$ cat config.mk
export PLATFORM = sky130hd
export DESIGN_NAME = fts_fan_tach_speed_monitor
export DESIGN_NICKNAME = d
export VERILOG_FILES = /design/src/include/fts_pkg.sv /design/src/hdl/fts_fan_tach_speed_monitor.sv
export SDC_FILE = /design/constraint.sdc
export NUM_CORES = 1
export LEC_CHECK = 0
export ABC_AREA = 1
export BUFFER_PORTS_ARGS = -buffer_cell sky130_fd_sc_hd__buf_2
export CAP_MARGIN = 20
export CORE_AREA = 3 3 229 231
export DETAILED_ROUTE_END_ITERATION = 8
export DIE_AREA = 0 0 232 234
export GPL_ROUTABILITY_DRIVEN = 0
export PLACE_DENSITY = 0.8
export SLEW_MARGIN = 5
export SYNTH_ARGS = -nofsm -noshare
export SYNTH_HDL_FRONTEND = slang
export SYNTH_SLANG_ARGS = --single-unit
$ cat constraint.sdc
create_clock -name CLK -period 3.3 [get_ports CLK]
set_clock_uncertainty 0.05 [all_clocks]
set_input_delay 0.165 -clock CLK [delete_from_list [all_inputs] [get_ports CLK]]
set_output_delay 0.165 -clock CLK [all_outputs]
set_load 0.03 [all_outputs]
$ cat src/include/fts_pkg.sv
// Constants, register map, types and lookup functions of the fan speed monitor
package fts_pkg;

    // ************************************************************
    // Clocking
    // ************************************************************
    localparam int CLK_HZ       = 10_000_000;
    localparam int TICK_HZ      = 90_000;
    localparam int TICK_DIV_DEF = CLK_HZ / TICK_HZ;
    localparam int NCH          = 4;
    localparam int NPWM         = 3;
    localparam int FLT_LEN      = 4;

    // ************************************************************
    // Register offsets
    // ************************************************************
    localparam logic [7:0] OFF_TOPT   = 8'h90;
    localparam logic [7:0] OFF_POPT   = 8'h94;
    localparam logic [7:0] OFF_TCFG   = 8'hA0;
    localparam logic [7:0] OFF_LIM    = 8'hA8;
    localparam logic [7:0] OFF_READ   = 8'hB0;
    localparam logic [7:0] OFF_STATUS = 8'hB8;

    // ************************************************************
    // Field layouts and reset values
    // ************************************************************
    typedef struct packed {
        logic [2:0] stretch;
        logic [1:0] guard;
        logic [1:0] edges;
        logic       rsv;
    } fts_topt_t;

    typedef struct packed {
        logic [1:0] rsv;
        logic       int_en;
        logic       ignore3;
        logic [1:0] link;
        logic       slow;
        logic       mode;
    } fts_tcfg_t;

    typedef enum logic [1:0] {ST_IDLE, ST_GUARD, ST_COUNT} fts_state_t;

    localparam logic [7:0]  TOPT_RST  = 8'hD4;
    localparam logic [7:0]  TCFG_RST  = 8'h21;
    localparam logic [7:0]  POPT_RST  = 8'h02;
    localparam logic [15:0] LIM_RST   = 16'hFFFF;
    localparam logic [15:0] CNT_MAX   = 16'hFFFF;
    localparam logic [15:0] SLOW_VAL  = 16'hFFFE;
    localparam logic [1:0]  SKIP_N    = 2'h3;
    localparam logic [16:0] EL_MAX    = 17'h1FFFF;

    // ************************************************************
    // Times in ms and derived 90 kHz tick counts
    // ************************************************************
    localparam int UPD_300_MS  = 300;
    localparam int UPD_500_MS  = 500;
    localparam int UPD_1000_MS = 1000;
    localparam int STR_50_MS   = 50;
    localparam int STR_100_MS  = 100;
    localparam int STR_200_MS  = 200;
    localparam int STR_400_MS  = 400;
    localparam int STR_600_MS  = 600;
    localparam int STR_800_MS  = 800;
    localparam int STR_950_MS  = 950;

    function automatic logic [16:0] ms_ticks(input int ms);
        return 17'(ms * (TICK_HZ / 1000));
    endfunction

    function automatic logic [3:0] need_edges(input logic [1:0] code);
        case (code)
            2'h0:    return 4'h2;
            2'h1:    return 4'h3;
            2'h2:    return 4'h5;
            default: return 4'h9;
        endcase
    endfunction

    function automatic logic [5:0] guard_ticks(input logic [1:0] code);
        case (code)
            2'h0:    return 6'h08;
            2'h1:    return 6'h10;
            2'h2:    return 6'h20;
            default: return 6'h3F;
        endcase
    endfunction

    function automatic logic [16:0] stretch_ticks(input logic [2:0] code);
        case (code)
            3'h1:    return ms_ticks(STR_50_MS);
            3'h2:    return ms_ticks(STR_100_MS);
            3'h3:    return ms_ticks(STR_200_MS);
            3'h4:    return ms_ticks(STR_400_MS);
            3'h5:    return ms_ticks(STR_600_MS);
            3'h6:    return ms_ticks(STR_800_MS);
            3'h7:    return ms_ticks(STR_950_MS);
            default: return 17'h00000;
        endcase
    endfunction

    function automatic logic [16:0] update_ticks(input logic [1:0] code);
        case (code)
            2'h0:    return ms_ticks(UPD_300_MS);
            2'h1:    return ms_ticks(UPD_500_MS);
            default: return ms_ticks(UPD_1000_MS);
        endcase
    endfunction

endpackage

$ cat src/hdl/fts_fan_tach_speed_monitor.sv
// Fan tachometer speed monitor with PWM-synchronised measurement and stretching
//
// The strobed register port is this design's own decision.
`timescale 1ns/1ps

// Operation
// - Mode bit: 0 standard, 1 enhanced default
// - Reset defaults per channel as documented
// - Glitch filter ahead of edge detection
// - Standard mode counts ticks between edges
// - Counter runs first to last edge, stores count
// - Saturation without edges gives stall FFFFh
// - Too few edges gives slow value
// - Standard mode refreshes after every measurement
// - Enhanced mode measures only in PWM window
// - Monitoring starts after rise plus guard
// - Stretch PWM until edges or limit
// - Stretch limit bounds total PWM high time
// - Stretch disabled: window is duty high time
// - PWM stretches until all linked channels finish
// - Any channel links to any PWM
// - Enhanced update period from PWM option
// - Both transitions count; 2,3,5,9 edges
// - Sticky status when reading exceeds limit
// - Byte reads, other byte frozen until read
// - Readings are read only
// - Optional skip of first three edges, enhanced mode only
// - Edge count and guard option fields
// - Stretch field, code 000 disables
// - Slow bit selects FFFEh or FFFFh
// - Last edge ends measurement and latches count
module fts_fan_tach_speed_monitor #(
    parameter int TICK_DIV = fts_pkg::TICK_DIV_DEF
) (
    // Clock and reset
    input  wire logic       CLK,
    input  wire logic       NRST,
    // Register port
    input  wire logic [7:0] ADDR,
    input  wire logic [7:0] WR_DATA,
    input  wire logic       WR_EN,
    input  wire logic       RD_EN,
    output logic      [7:0] RD_DATA,
    // Fan pins
    input  wire logic [3:0] FAN_SPEED_INPUT,
    input  wire logic [2:0] PWM_DUTY_IN,
    output logic      [2:0] PWM_OUT
);

    // ************************************************************
    // Declarations
    // ************************************************************
    localparam int NCH  = fts_pkg::NCH;
    localparam int NPWM = fts_pkg::NPWM;

    fts_pkg::fts_topt_t topt_r    [NCH];
    fts_pkg::fts_tcfg_t tcfg_r    [NCH];
    logic [15:0]        lim_r     [NCH];
    logic [15:0]        rdg_r     [NCH];
    logic [7:0]         lo_hold_r [NCH];
    logic [7:0]         hi_hold_r [NCH];
    logic [NCH-1:0]     lo_frz_r;
    logic [NCH-1:0]     hi_frz_r;
    logic [NCH-1:0]     rd_lo;
    logic [NCH-1:0]     rd_hi;
    logic [NCH-1:0]     str_req;
    logic [NCH-1:0]     sts_set;
    logic [NCH-1:0]     sts_r;
    logic [1:0]         popt_r    [NPWM];
    logic [16:0]        upd_cnt_r [NPWM];
    logic [NPWM-1:0]    upd_req_r;
    logic [NPWM-1:0]    pwm_q_r;
    logic [NPWM-1:0]    pwm_rise;
    logic [NPWM-1:0]    pwm_out_r;
    logic [7:0]         div_r;
    logic               tick_r;
    logic [7:0]         rd_data_r;
    logic [7:0]         rd_nxt;

    assign RD_DATA  = rd_data_r;
    assign PWM_OUT  = pwm_out_r;
    assign pwm_rise = PWM_DUTY_IN & ~pwm_q_r;

    // ************************************************************
    // 90 kHz tick
    // ************************************************************
    always_ff @(posedge CLK) begin
        if (!NRST) begin
            div_r  <= 8'h00;
            tick_r <= 1'b0;
        end else if (div_r == 8'(TICK_DIV - 1)) begin
            div_r  <= 8'h00;
            tick_r <= 1'b1;
        end else begin
            div_r  <= div_r + 8'h01;
            tick_r <= 1'b0;
        end
    end

    // ************************************************************
    // Configuration registers
    // ************************************************************
    always_ff @(posedge CLK) begin
        if (!NRST) begin
            for (int n = 0; n < NCH; n++) begin
                topt_r[n] <= fts_pkg::TOPT_RST;
                tcfg_r[n] <= fts_pkg::TCFG_RST;
                lim_r[n]  <= fts_pkg::LIM_RST;
            end
            for (int p = 0; p < NPWM; p++) begin
                popt_r[p] <= fts_pkg::POPT_RST[1:0];
            end
        end else if (WR_EN) begin
            for (int n = 0; n < NCH; n++) begin
                if (ADDR == 8'(fts_pkg::OFF_TOPT + n)) begin
                    topt_r[n] <= WR_DATA;
                end else if (ADDR == 8'(fts_pkg::OFF_TCFG + n)) begin
                    tcfg_r[n] <= WR_DATA;
                end else if (ADDR == 8'(fts_pkg::OFF_LIM + 2 * n)) begin
                    lim_r[n][7:0] <= WR_DATA;
                end else if (ADDR == 8'(fts_pkg::OFF_LIM + 2 * n + 1)) begin
                    lim_r[n][15:8] <= WR_DATA;
                end
            end
            for (int p = 0; p < NPWM; p++) begin
                if (ADDR == 8'(fts_pkg::OFF_POPT + p)) begin
                    popt_r[p] <= WR_DATA[1:0];
                end
            end
        end
    end

    // ************************************************************
    // Status: set by limit compare, write one to clear
    // ************************************************************
    always_ff @(posedge CLK) begin
        if (!NRST) begin
            sts_r <= '0;
        end else if (WR_EN && ADDR == fts_pkg::OFF_STATUS) begin
            sts_r <= (sts_r & ~WR_DATA[NCH-1:0]) | sts_set;
        end else begin
            sts_r <= sts_r | sts_set;
        end
    end

    // ************************************************************
    // Read path
    // ************************************************************
    always_comb begin
        rd_nxt = 8'h00;
        rd_lo  = '0;
        rd_hi  = '0;
        for (int n = 0; n < NCH; n++) begin
            if (ADDR == 8'(fts_pkg::OFF_TOPT + n)) begin
                rd_nxt = topt_r[n];
            end else if (ADDR == 8'(fts_pkg::OFF_TCFG + n)) begin
                rd_nxt = tcfg_r[n];
            end else if (ADDR == 8'(fts_pkg::OFF_LIM + 2 * n)) begin
                rd_nxt = lim_r[n][7:0];
            end else if (ADDR == 8'(fts_pkg::OFF_LIM + 2 * n + 1)) begin
                rd_nxt = lim_r[n][15:8];
            end else if (ADDR == 8'(fts_pkg::OFF_READ + 2 * n)) begin
                rd_nxt   = lo_frz_r[n] ? lo_hold_r[n] : rdg_r[n][7:0];
                rd_lo[n] = RD_EN;
            end else if (ADDR == 8'(fts_pkg::OFF_READ + 2 * n + 1)) begin
                rd_nxt   = hi_frz_r[n] ? hi_hold_r[n] : rdg_r[n][15:8];
                rd_hi[n] = RD_EN;
            end
        end
        for (int p = 0; p < NPWM; p++) begin
            if (ADDR == 8'(fts_pkg::OFF_POPT + p)) begin
                rd_nxt = {6'h00, popt_r[p]};
            end
        end
        if (ADDR == fts_pkg::OFF_STATUS) begin
            rd_nxt = {4'h0, sts_r};
        end
    end

    always_ff @(posedge CLK) begin
        if (!NRST) begin
            rd_data_r <= 8'h00;
        end else begin
            rd_data_r <= RD_EN ? rd_nxt : 8'h00;
        end
    end

    // ************************************************************
    // Update timers and PWM outputs
    // ************************************************************
    always_ff @(posedge CLK) begin
        if (!NRST) begin
            pwm_q_r   <= '0;
            pwm_out_r <= '0;
            upd_req_r <= '0;
            for (int p = 0; p < NPWM; p++) begin
                upd_cnt_r[p] <= 17'h00000;
            end
        end else begin
            pwm_q_r <= PWM_DUTY_IN;
            for (int p = 0; p < NPWM; p++) begin
                pwm_out_r[p] <= PWM_DUTY_IN[p];
                for (int n = 0; n < NCH; n++) begin
                    if (str_req[n] && 2'(p) == (&tcfg_r[n].link ? 2'h0 : tcfg_r[n].link)) begin
                        pwm_out_r[p] <= 1'b1;
                    end
                end
                if (pwm_rise[p]) begin
                    upd_req_r[p] <= 1'b0;
                end
                if (tick_r) begin
                    if (upd_cnt_r[p] >= fts_pkg::update_ticks(popt_r[p]) - 17'h1) begin
                        upd_cnt_r[p] <= 17'h00000;
                        upd_req_r[p] <= 1'b1;
                    end else begin
                        upd_cnt_r[p] <= upd_cnt_r[p] + 17'h1;
                    end
                end
            end
        end
    end

    // ************************************************************
    // Measurement channels
    // ************************************************************
    for (genvar n = 0; n < NCH; n++) begin : g_ch
        logic              sync1_r;
        logic              sync2_r;
        logic              flt_r;
        logic              flt_q_r;
        logic [1:0]        run_r;
        fts_pkg::fts_state_t st_r;
        logic [15:0]       cnt_r;
        logic [3:0]        edg_r;
        logic [1:0]        skip_r;
        logic [16:0]       el_r;
        logic [5:0]        gcnt_r;
        logic              m2_r;
        logic [1:0]        lk;
        logic              edge_seen;
        logic              cnt_edge;
        logic              last;
        logic              win_end;
        logic              done;
        logic              str_on;
        logic [16:0]       smax;
        logic [15:0]       res;

        assign lk        = (tcfg_r[n].link > 2'h2) ? 2'h0 : tcfg_r[n].link;
        assign str_on    = topt_r[n].stretch != 3'h0;
        assign smax      = fts_pkg::stretch_ticks(topt_r[n].stretch);
        assign edge_seen = flt_r ^ flt_q_r;
        assign cnt_edge  = edge_seen && st_r == fts_pkg::ST_COUNT &&
                           !(tcfg_r[n].ignore3 && m2_r && skip_r != fts_pkg::SKIP_N);
        assign last      = cnt_edge && (edg_r + 4'h1 >= fts_pkg::need_edges(topt_r[n].edges));
        assign win_end   = m2_r && (str_on ? (el_r >= smax) : !PWM_DUTY_IN[lk]);
        assign done      = st_r != fts_pkg::ST_IDLE &&
                           (last || win_end || (tick_r && cnt_r == fts_pkg::CNT_MAX));
        assign str_req[n] = m2_r && st_r != fts_pkg::ST_IDLE && str_on && el_r < smax;
        assign sts_set[n] = tcfg_r[n].int_en && rdg_r[n] > lim_r[n];

        always_comb begin
            if (last) begin
                res = cnt_r;
            end else if (edg_r == 4'h0) begin
                res = fts_pkg::CNT_MAX;
            end else if (tcfg_r[n].slow) begin
                res = fts_pkg::CNT_MAX;
            end else begin
                res = fts_pkg::SLOW_VAL;
            end
        end

        // Input synchroniser and glitch filter
        always_ff @(posedge CLK) begin
            if (!NRST) begin
                sync1_r <= 1'b1;
                sync2_r <= 1'b1;
                flt_r   <= 1'b1;
                flt_q_r <= 1'b1;
                run_r   <= 2'h0;
            end else begin
                sync1_r <= FAN_SPEED_INPUT[n];
                sync2_r <= sync1_r;
                flt_q_r <= flt_r;
                if (sync2_r == flt_r) begin
                    run_r <= 2'h0;
                end else if (run_r == 2'(fts_pkg::FLT_LEN - 1)) begin
                    flt_r <= sync2_r;
                    run_r <= 2'h0;
                end else begin
                    run_r <= run_r + 2'h1;
                end
            end
        end

        // Measurement state machine
        always_ff @(posedge CLK) begin
            if (!NRST) begin
                st_r     <= fts_pkg::ST_IDLE;
                cnt_r    <= 16'h0000;
                edg_r    <= 4'h0;
                skip_r   <= 2'h0;
                el_r     <= 17'h00000;
                gcnt_r   <= 6'h00;
                m2_r     <= 1'b0;
                rdg_r[n] <= fts_pkg::CNT_MAX;
            end else begin
                if (tick_r && el_r != fts_pkg::EL_MAX) begin
                    el_r <= el_r + 17'h1;
                end
                case (st_r)
                    fts_pkg::ST_IDLE: begin
                        cnt_r  <= 16'h0000;
                        edg_r  <= 4'h0;
                        skip_r <= 2'h0;
                        if (!tcfg_r[n].mode) begin
                            st_r <= fts_pkg::ST_COUNT;
                            m2_r <= 1'b0;
                        end else if (upd_req_r[lk] && pwm_rise[lk]) begin
                            st_r   <= fts_pkg::ST_GUARD;
                            m2_r   <= 1'b1;
                            el_r   <= 17'h00000;
                            gcnt_r <= 6'h00;
                        end
                    end
                    fts_pkg::ST_GUARD: begin
                        if (done) begin
                            st_r     <= fts_pkg::ST_IDLE;
                            rdg_r[n] <= res;
                        end else if (tick_r) begin
                            gcnt_r <= gcnt_r + 6'h01;
                            if (gcnt_r + 6'h01 == fts_pkg::guard_ticks(topt_r[n].guard)) begin
                                st_r <= fts_pkg::ST_COUNT;
                            end
                        end
                    end
                    fts_pkg::ST_COUNT: begin
                        if (done) begin
                            st_r     <= fts_pkg::ST_IDLE;
                            rdg_r[n] <= res;
                        end else begin
                            if (edge_seen && !cnt_edge) begin
                                skip_r <= skip_r + 2'h1;
                            end
                            if (cnt_edge) begin
                                edg_r <= edg_r + 4'h1;
                            end
                            if (cnt_edge && edg_r == 4'h0) begin
                                cnt_r <= 16'h0000;
                            end else if (tick_r && cnt_r != fts_pkg::CNT_MAX) begin
                                cnt_r <= cnt_r + 16'h0001;
                            end
                        end
                    end
                    default: begin
                        st_r <= fts_pkg::ST_IDLE;
                    end
                endcase
            end
        end

        // Byte freeze for coherent 16-bit reads; writes never reach rdg_r
        always_ff @(posedge CLK) begin
            if (!NRST) begin
                lo_frz_r[n]  <= 1'b0;
                hi_frz_r[n]  <= 1'b0;
                lo_hold_r[n] <= 8'h00;
                hi_hold_r[n] <= 8'h00;
            end else if (rd_lo[n]) begin
                if (lo_frz_r[n]) begin
                    lo_frz_r[n] <= 1'b0;
                end else begin
                    hi_frz_r[n]  <= 1'b1;
                    hi_hold_r[n] <= rdg_r[n][15:8];
                end
            end else if (rd_hi[n]) begin
                if (hi_frz_r[n]) begin
                    hi_frz_r[n] <= 1'b0;
                end else begin
                    lo_frz_r[n]  <= 1'b1;
                    lo_hold_r[n] <= rdg_r[n][7:0];
                end
            end
        end
    end

endmodule // fts_fan_tach_speed_monitor

Yosys cells after proc, flatten, opt, wreduce, memory -nomap -nowiden
Memory sizes are Yosys's and may differ from the RTL's.
Cells that the tools add are included.
{"block": "totals", "out_inout_bits": 11, "mem_bits_rw": 313, "register_bits": 254, "word_cells": 1104, "mem_count": 8, "inputBits": 27}
{"memory": "lim_r", "words": 4, "width": 16, "rd": 4, "rd_ports_with_merged_regs": 0, "wr": 4, "line": "fts_fan_tach_speed_monitor.sv:58", "source": "logic [15:0] lim_r [NCH];"}
{"memory": "rdg_r", "words": 4, "width": 16, "rd": 4, "rd_ports_with_merged_regs": 0, "wr": 4, "line": "fts_fan_tach_speed_monitor.sv:59", "source": "logic [15:0] rdg_r [NCH];"}
{"memory": "upd_cnt_r", "words": 3, "width": 17, "rd": 3, "rd_ports_with_merged_regs": 0, "wr": 3, "line": "fts_fan_tach_speed_monitor.sv:70", "source": "logic [16:0] upd_cnt_r [NPWM];"}
{"memory": "hi_hold_r", "words": 4, "width": 8, "rd": 4, "rd_ports_with_merged_regs": 0, "wr": 4, "line": "fts_fan_tach_speed_monitor.sv:61", "source": "logic [7:0] hi_hold_r [NCH];"}
{"memory": "lo_hold_r", "words": 4, "width": 8, "rd": 4, "rd_ports_with_merged_regs": 0, "wr": 4, "line": "fts_fan_tach_speed_monitor.sv:60", "source": "logic [7:0] lo_hold_r [NCH];"}
{"memory": "tcfg_r", "words": 4, "width": 8, "rd": 4, "rd_ports_with_merged_regs": 0, "wr": 4, "line": "fts_fan_tach_speed_monitor.sv:57", "source": "fts_pkg::fts_tcfg_t tcfg_r [NCH];"}
{"memory": "+2 memories"}
{"block": "classes", "n_lt_le_gt_ge": 27, "muxes": 542, "reduce_logical": 195, "n_eq_ne": 176, "n_addsub": 31, "n_bitwise": 61}
{"op": "17-bit two-way mux", "n": 28}
{"op": "17-bit one-hot mux with 7 select lines", "n": 4}
{"op": "8-bit two-way mux", "n": 56}
{"op": "16-bit two-way mux", "n": 24}
{"op": "1-bit two-way mux", "n": 299}
{"op": "8-bit == test (second input constant)", "n": 28}
{"op": "6-bit two-way mux", "n": 32}
{"op": "16-bit one-hot mux with 2 select lines", "n": 4}
{"op": "17-bit by 1-bit adder with 17-bit output (second input constant)", "n": 7}
{"op": "17-bit greater-or-equal comparator", "n": 7}
{"op": "17-bit one-hot mux with 2 select lines", "n": 3}
{"op": "2-bit two-way mux", "n": 43}
{"op": "1-bit logical AND", "n": 81}
{"op": "2-bit != test (second input constant)", "n": 36}
{"op": "6-bit one-hot mux with 3 select lines", "n": 4}
{"op": "17-bit less-than comparator", "n": 4}
{"op": "17-bit != test (second input constant)", "n": 4}
{"op": "16-bit by 1-bit adder with 16-bit output (second input constant)", "n": 4}
{"op": "16-bit == test (second input constant)", "n": 4}
{"op": "16-bit > comparator", "n": 4}
{"op": "16-bit != test (second input constant)", "n": 4}
{"op": "4-bit two-way mux", "n": 13}
{"op": "17-bit by 1-bit subtractor with 17-bit output (second input constant)", "n": 3}
{"op": "3-bit == test (second input constant)", "n": 16}
{"op": "other kinds (46)", "n": 320}

Logic depth before layout (Yosys ltp)
An unclocked memory read counts as a cell.
{"block": "logic_depth", "depth_word": 30, "ltp_mapped": 23, "ltp_nobuf": 23}

Worst setup path after synthesis
OpenSTA, ideal clock, no wires.
{"block": "synth_path", "kind": "register to register", "startpoint": "memory topt_r[3][6] (netlist bit)", "endpoint": "memory rdg_r[3][0] (enable)", "setup_time_ps": 366, "t_required_ps": 2884, "period_less_slack_ps": 3000, "path_buffers": 0, "arrival_time_ps": 2584, "stages_incl_launch_ff": 20, "slack_ps": 300, "path_cell_list": "edfxtp_1 inv_1 nor2_1 inv_1 nor2_1 inv_1 o21ai_0 inv_1 ha_1 nand2_1 o21a_1 o221ai_1 nand3b_1 nand2_1 o31ai_1 nand2_1 inv_1 nand2_1 o21ai_0 nand2_1"}
{"item": "start: declaration", "line": "fts_fan_tach_speed_monitor.sv:56", "source": "fts_pkg::fts_topt_t topt_r [NCH];"}
{"item": "end: declaration", "line": "fts_fan_tach_speed_monitor.sv:59"}

==> run metrics <==
DRC Markers=0; EDFF count, synth=approximately 310; die height=about 230 µm; MaxCap Viol Count=0; IO Pins=38; Final Power=0.01714 W; antenna violations before repair=5; max_slew headroom=0.2349; deepest clock path buffer count=3; crit path DAT=3720 ps; worst skew pair latency=~650 ps; critical path launch point type=flip-flop; final hold violations=0; crit-path max FO=14; Sink Count=567; num rows=between 80 and 90; unrepaired setup endpoints after global routing=yes; GR Util All Layers=0.3011; clk slew on worst S/H paths=~60 ps; largest net degree at the start of global routing=42; DIE AREA=54,290 µm²; number of global-route vias before repair=about 26,000; flops & latches, synth=~570; share of layout cells above drive strength 1=0.09479; Final Max Slew Viols=0; Die W=roughly 230 µm; Core Region=50,270 µm²; routed vias=between 20,000 and 30,000; first-pass GRT wire length=between 100,000 and 150,000 µm; drt pass-1 iters=6; final setup fails=0; Async SR Flop Fraction=0; status=complete, no violations; Netlist cell types=between 60 and 70; Warnings, synthesis=0; Primary FF master, synth=edfxtp_1; Max rail drop VDD=0.0004628 V; CTS tree=built; final non-filler cell total=approximately 4,800; global route overflow=0; port bufs=37; vias per inst=between 5 and 6; CTS H-tree depth=2; Mean Syn Cell Area=8.153 µm²; Tmin final=3185 ps; nets@finish=4,387; power per cell area=between 400 and 500 nW/µm²; Detailed Route WL=83,200 µm; Cell Count Post-Placement=4,685; Wirelength per Cell=around 17 µm; Seq/Total Area, Yosys=0.4471; Worst-Margin Slew=between 1000 and 1500 ps; Root Buffer=clkbuf_16; Static Leakage=~15 nW; Cell Area, Synth=32,400 µm²; crit path kind=reg -> reg; Final ANT Viol Nets=0; fmax=between 300 and 400 MHz; DP HPWL=around 60,000 µm; Area Growth Syn to Fin=12.35%; violation count after the first detailed-route iteration=roughly 2,600; CP required=3840 ps; Hold Crit Class=in -> reg; Critical Path End Type=flip-flop; fin crit share=0.9653; Starting Density=0.6444; Synth Instances=slightly below 4,000; CTS Buf Count=59
placed cells by master (no fill, tap or decap), drive strengths merged, types with 39 or more instances in the layout:
master,synthesis,routed
a21oi,237,237
buf,24,148
clkbuf,56,78
dfxtp,254,254
edfxtp,313,313
ha,244,244
inv,586,588
nand2,733,733
nand3,176,176
nand4,76,76
nor2,549,549
nor3,138,138
o211ai,39,39
o21ai,206,206
xnor2,45,45
xor2,90,90
cell type report:
type / count / area [µm²]
clock inverters: 34 / 297.8
multi-input cells: 2738 / 15620
inverters: 591 / 2223
repair buffers: 159 / 1196
flip-flops and latches: 567 / 14480
fillers: 3758 / 13870
clock buffers: 78 / 1733
diodes: 1 / 2.502
well taps: 672 / 840.8
path summary, 6_finish.rpt:
check             depth (start not counted)                        from                       endpoint  slack (ps)
setup / recovery                         20  topt_r[2][5]$_SDFFCE_PN0P_  g_ch[2].cnt_r[2]$_SDFFE_PN0P_         110
setup reg to reg                         20  topt_r[2][5]$_SDFFCE_PN0P_  g_ch[2].cnt_r[2]$_SDFFE_PN0P_         110
hold / removal                            5                     ADDR[3]          RD_DATA[2]$_SDFF_PN0_         130
hold reg to reg                           1  g_ch[1].sync1_r$_SDFF_PN1_     g_ch[1].sync2_r$_SDFF_PN1_         360
per-layer routing:
metal | GRT usage | wire length [µm]
met1 | 0.3937 | 33920
met2 | 0.4959 | 38460
met3 | 0.05539 | 7616
met4 | 0.1245 | 3143
met5 | 0 | 52
state kept, by name, summed over array words and instances, names as in the netlist, 6 cells and up:
register     count
tcfg_r          32
upd_cnt_r       51
g_ch.edg_r      16
RD_DATA          8
div_r            8
g_ch.run_r       8
g_ch.el_r       68
topt_r          32
g_ch.skip_r      8
lo_hold_r       32
popt_r           6
g_ch.cnt_r      64
g_ch.st_r        8
hi_hold_r       32
g_ch.gcnt_r     24
lim_r           64
rdg_r           64
logic make-up (layout without fill, tap and decap cells):
family / after synthesis / count (layout) / synth area share
simple gates: 1750 / 1750 / 0.2345
other cells: 1 / 4 / 0.0001157
fa+ha+maj: 244 / 244 / 0.09423
compound gates: 606 / 606 / 0.1084
buf+inv: 671 / 862 / 0.07928
xor+xnor: 135 / 135 / 0.03650
flops: 567 / 567 / 0.4471
report_power, final:
| part | leakage [nW] | switching (W) | internal (W) |
|---|---|---|---|
| clock network | 1.01 | 0.00290 | 0.00401 |
| logic | 9.24 | 0.00153 | 0.000735 |
| registers | 5.00 | 0.000229 | 0.00774 |
| total | 15.2 | 0.00465 | 0.0125 |
cells in the mapped netlist (7+ instances only):
cell type | instances | share of area
nor2_1 | 534 | 0.062
dfxtp_1 | 254 | 0.16
clkbuf_1 | 55 | 0.0064
nand2_1 | 722 | 0.084
inv_1 | 571 | 0.066
o221ai_1 | 7 | 0.0019
xnor2_1 | 45 | 0.012
a221oi_1 | 10 | 0.0027
o2111ai_1 | 8 | 0.0022
xor2_1 | 90 | 0.024
o31ai_1 | 14 | 0.0032
nor3_1 | 130 | 0.020
nand3_1 | 174 | 0.027
a31oi_1 | 14 | 0.0027
nand2_2 | 9 | 0.0017
a21oi_1 | 233 | 0.036
nor2_4 | 10 | 0.0035
ha_1 | 244 | 0.094
buf_2 | 12 | 0.0019
o21a_1 | 13 | 0.0030
nor4_1 | 23 | 0.0044
o21ai_0 | 197 | 0.030
inv_2 | 15 | 0.0017
or2_2 | 24 | 0.0046
a211oi_1 | 33 | 0.0076
o211ai_1 | 39 | 0.0090
edfxtp_1 | 313 | 0.29
nand4_1 | 75 | 0.014
nor3b_1 | 19 | 0.0044
critical path: stages (launching register included):
cell and delay, ps:
edfxtp_1 480, inv_2 100, nor3_1 230, inv_1 90, nand2_1 60, inv_1 40
ha_1 280, nand2_1 70, o21ai_1 50, a21oi_1 140, o21ai_1 90, nand3_1 100
nand2_2 80, o31ai_4 270, nand2_2 120, nand2_2 140, nand2_4 150, inv_4 120
nand2_1 80, a211oi_1 230, o21a_1 150
per-stage QoR:
step | util | hold WS [ps] | setup TNS (ps) | setup WS (ps) | instance area (µm²)
2_1_floorplan | - | 208.5 | 0 | 300.0 | 32410
3_5_place_dp | 0.6701 | 304.2 | 0 | 4.496 | 33690
4_1_cts | 0.7132 | 65.12 | 0 | 0.7305 | 35860
5_1_grt | 0.7240 | 141.6 | -4413 | -129.6 | 36400
6_report | 0.7240 | 129.7 | 0 | 114.6 | 36400
3_3_place_gp | 0.6701 | 302.5 | 0 | 105.2 | 33690
timing repair:
action	CTS	global route
gates cloned	0	1
buffers inserted	1	29
hold endpoints to repair	30	0
endpoints found under the setup margin	7	230
pin swaps	1	15
gates resized for setup	1	86
hold buffers	11	0
Power figures use the tool's default switching activity.
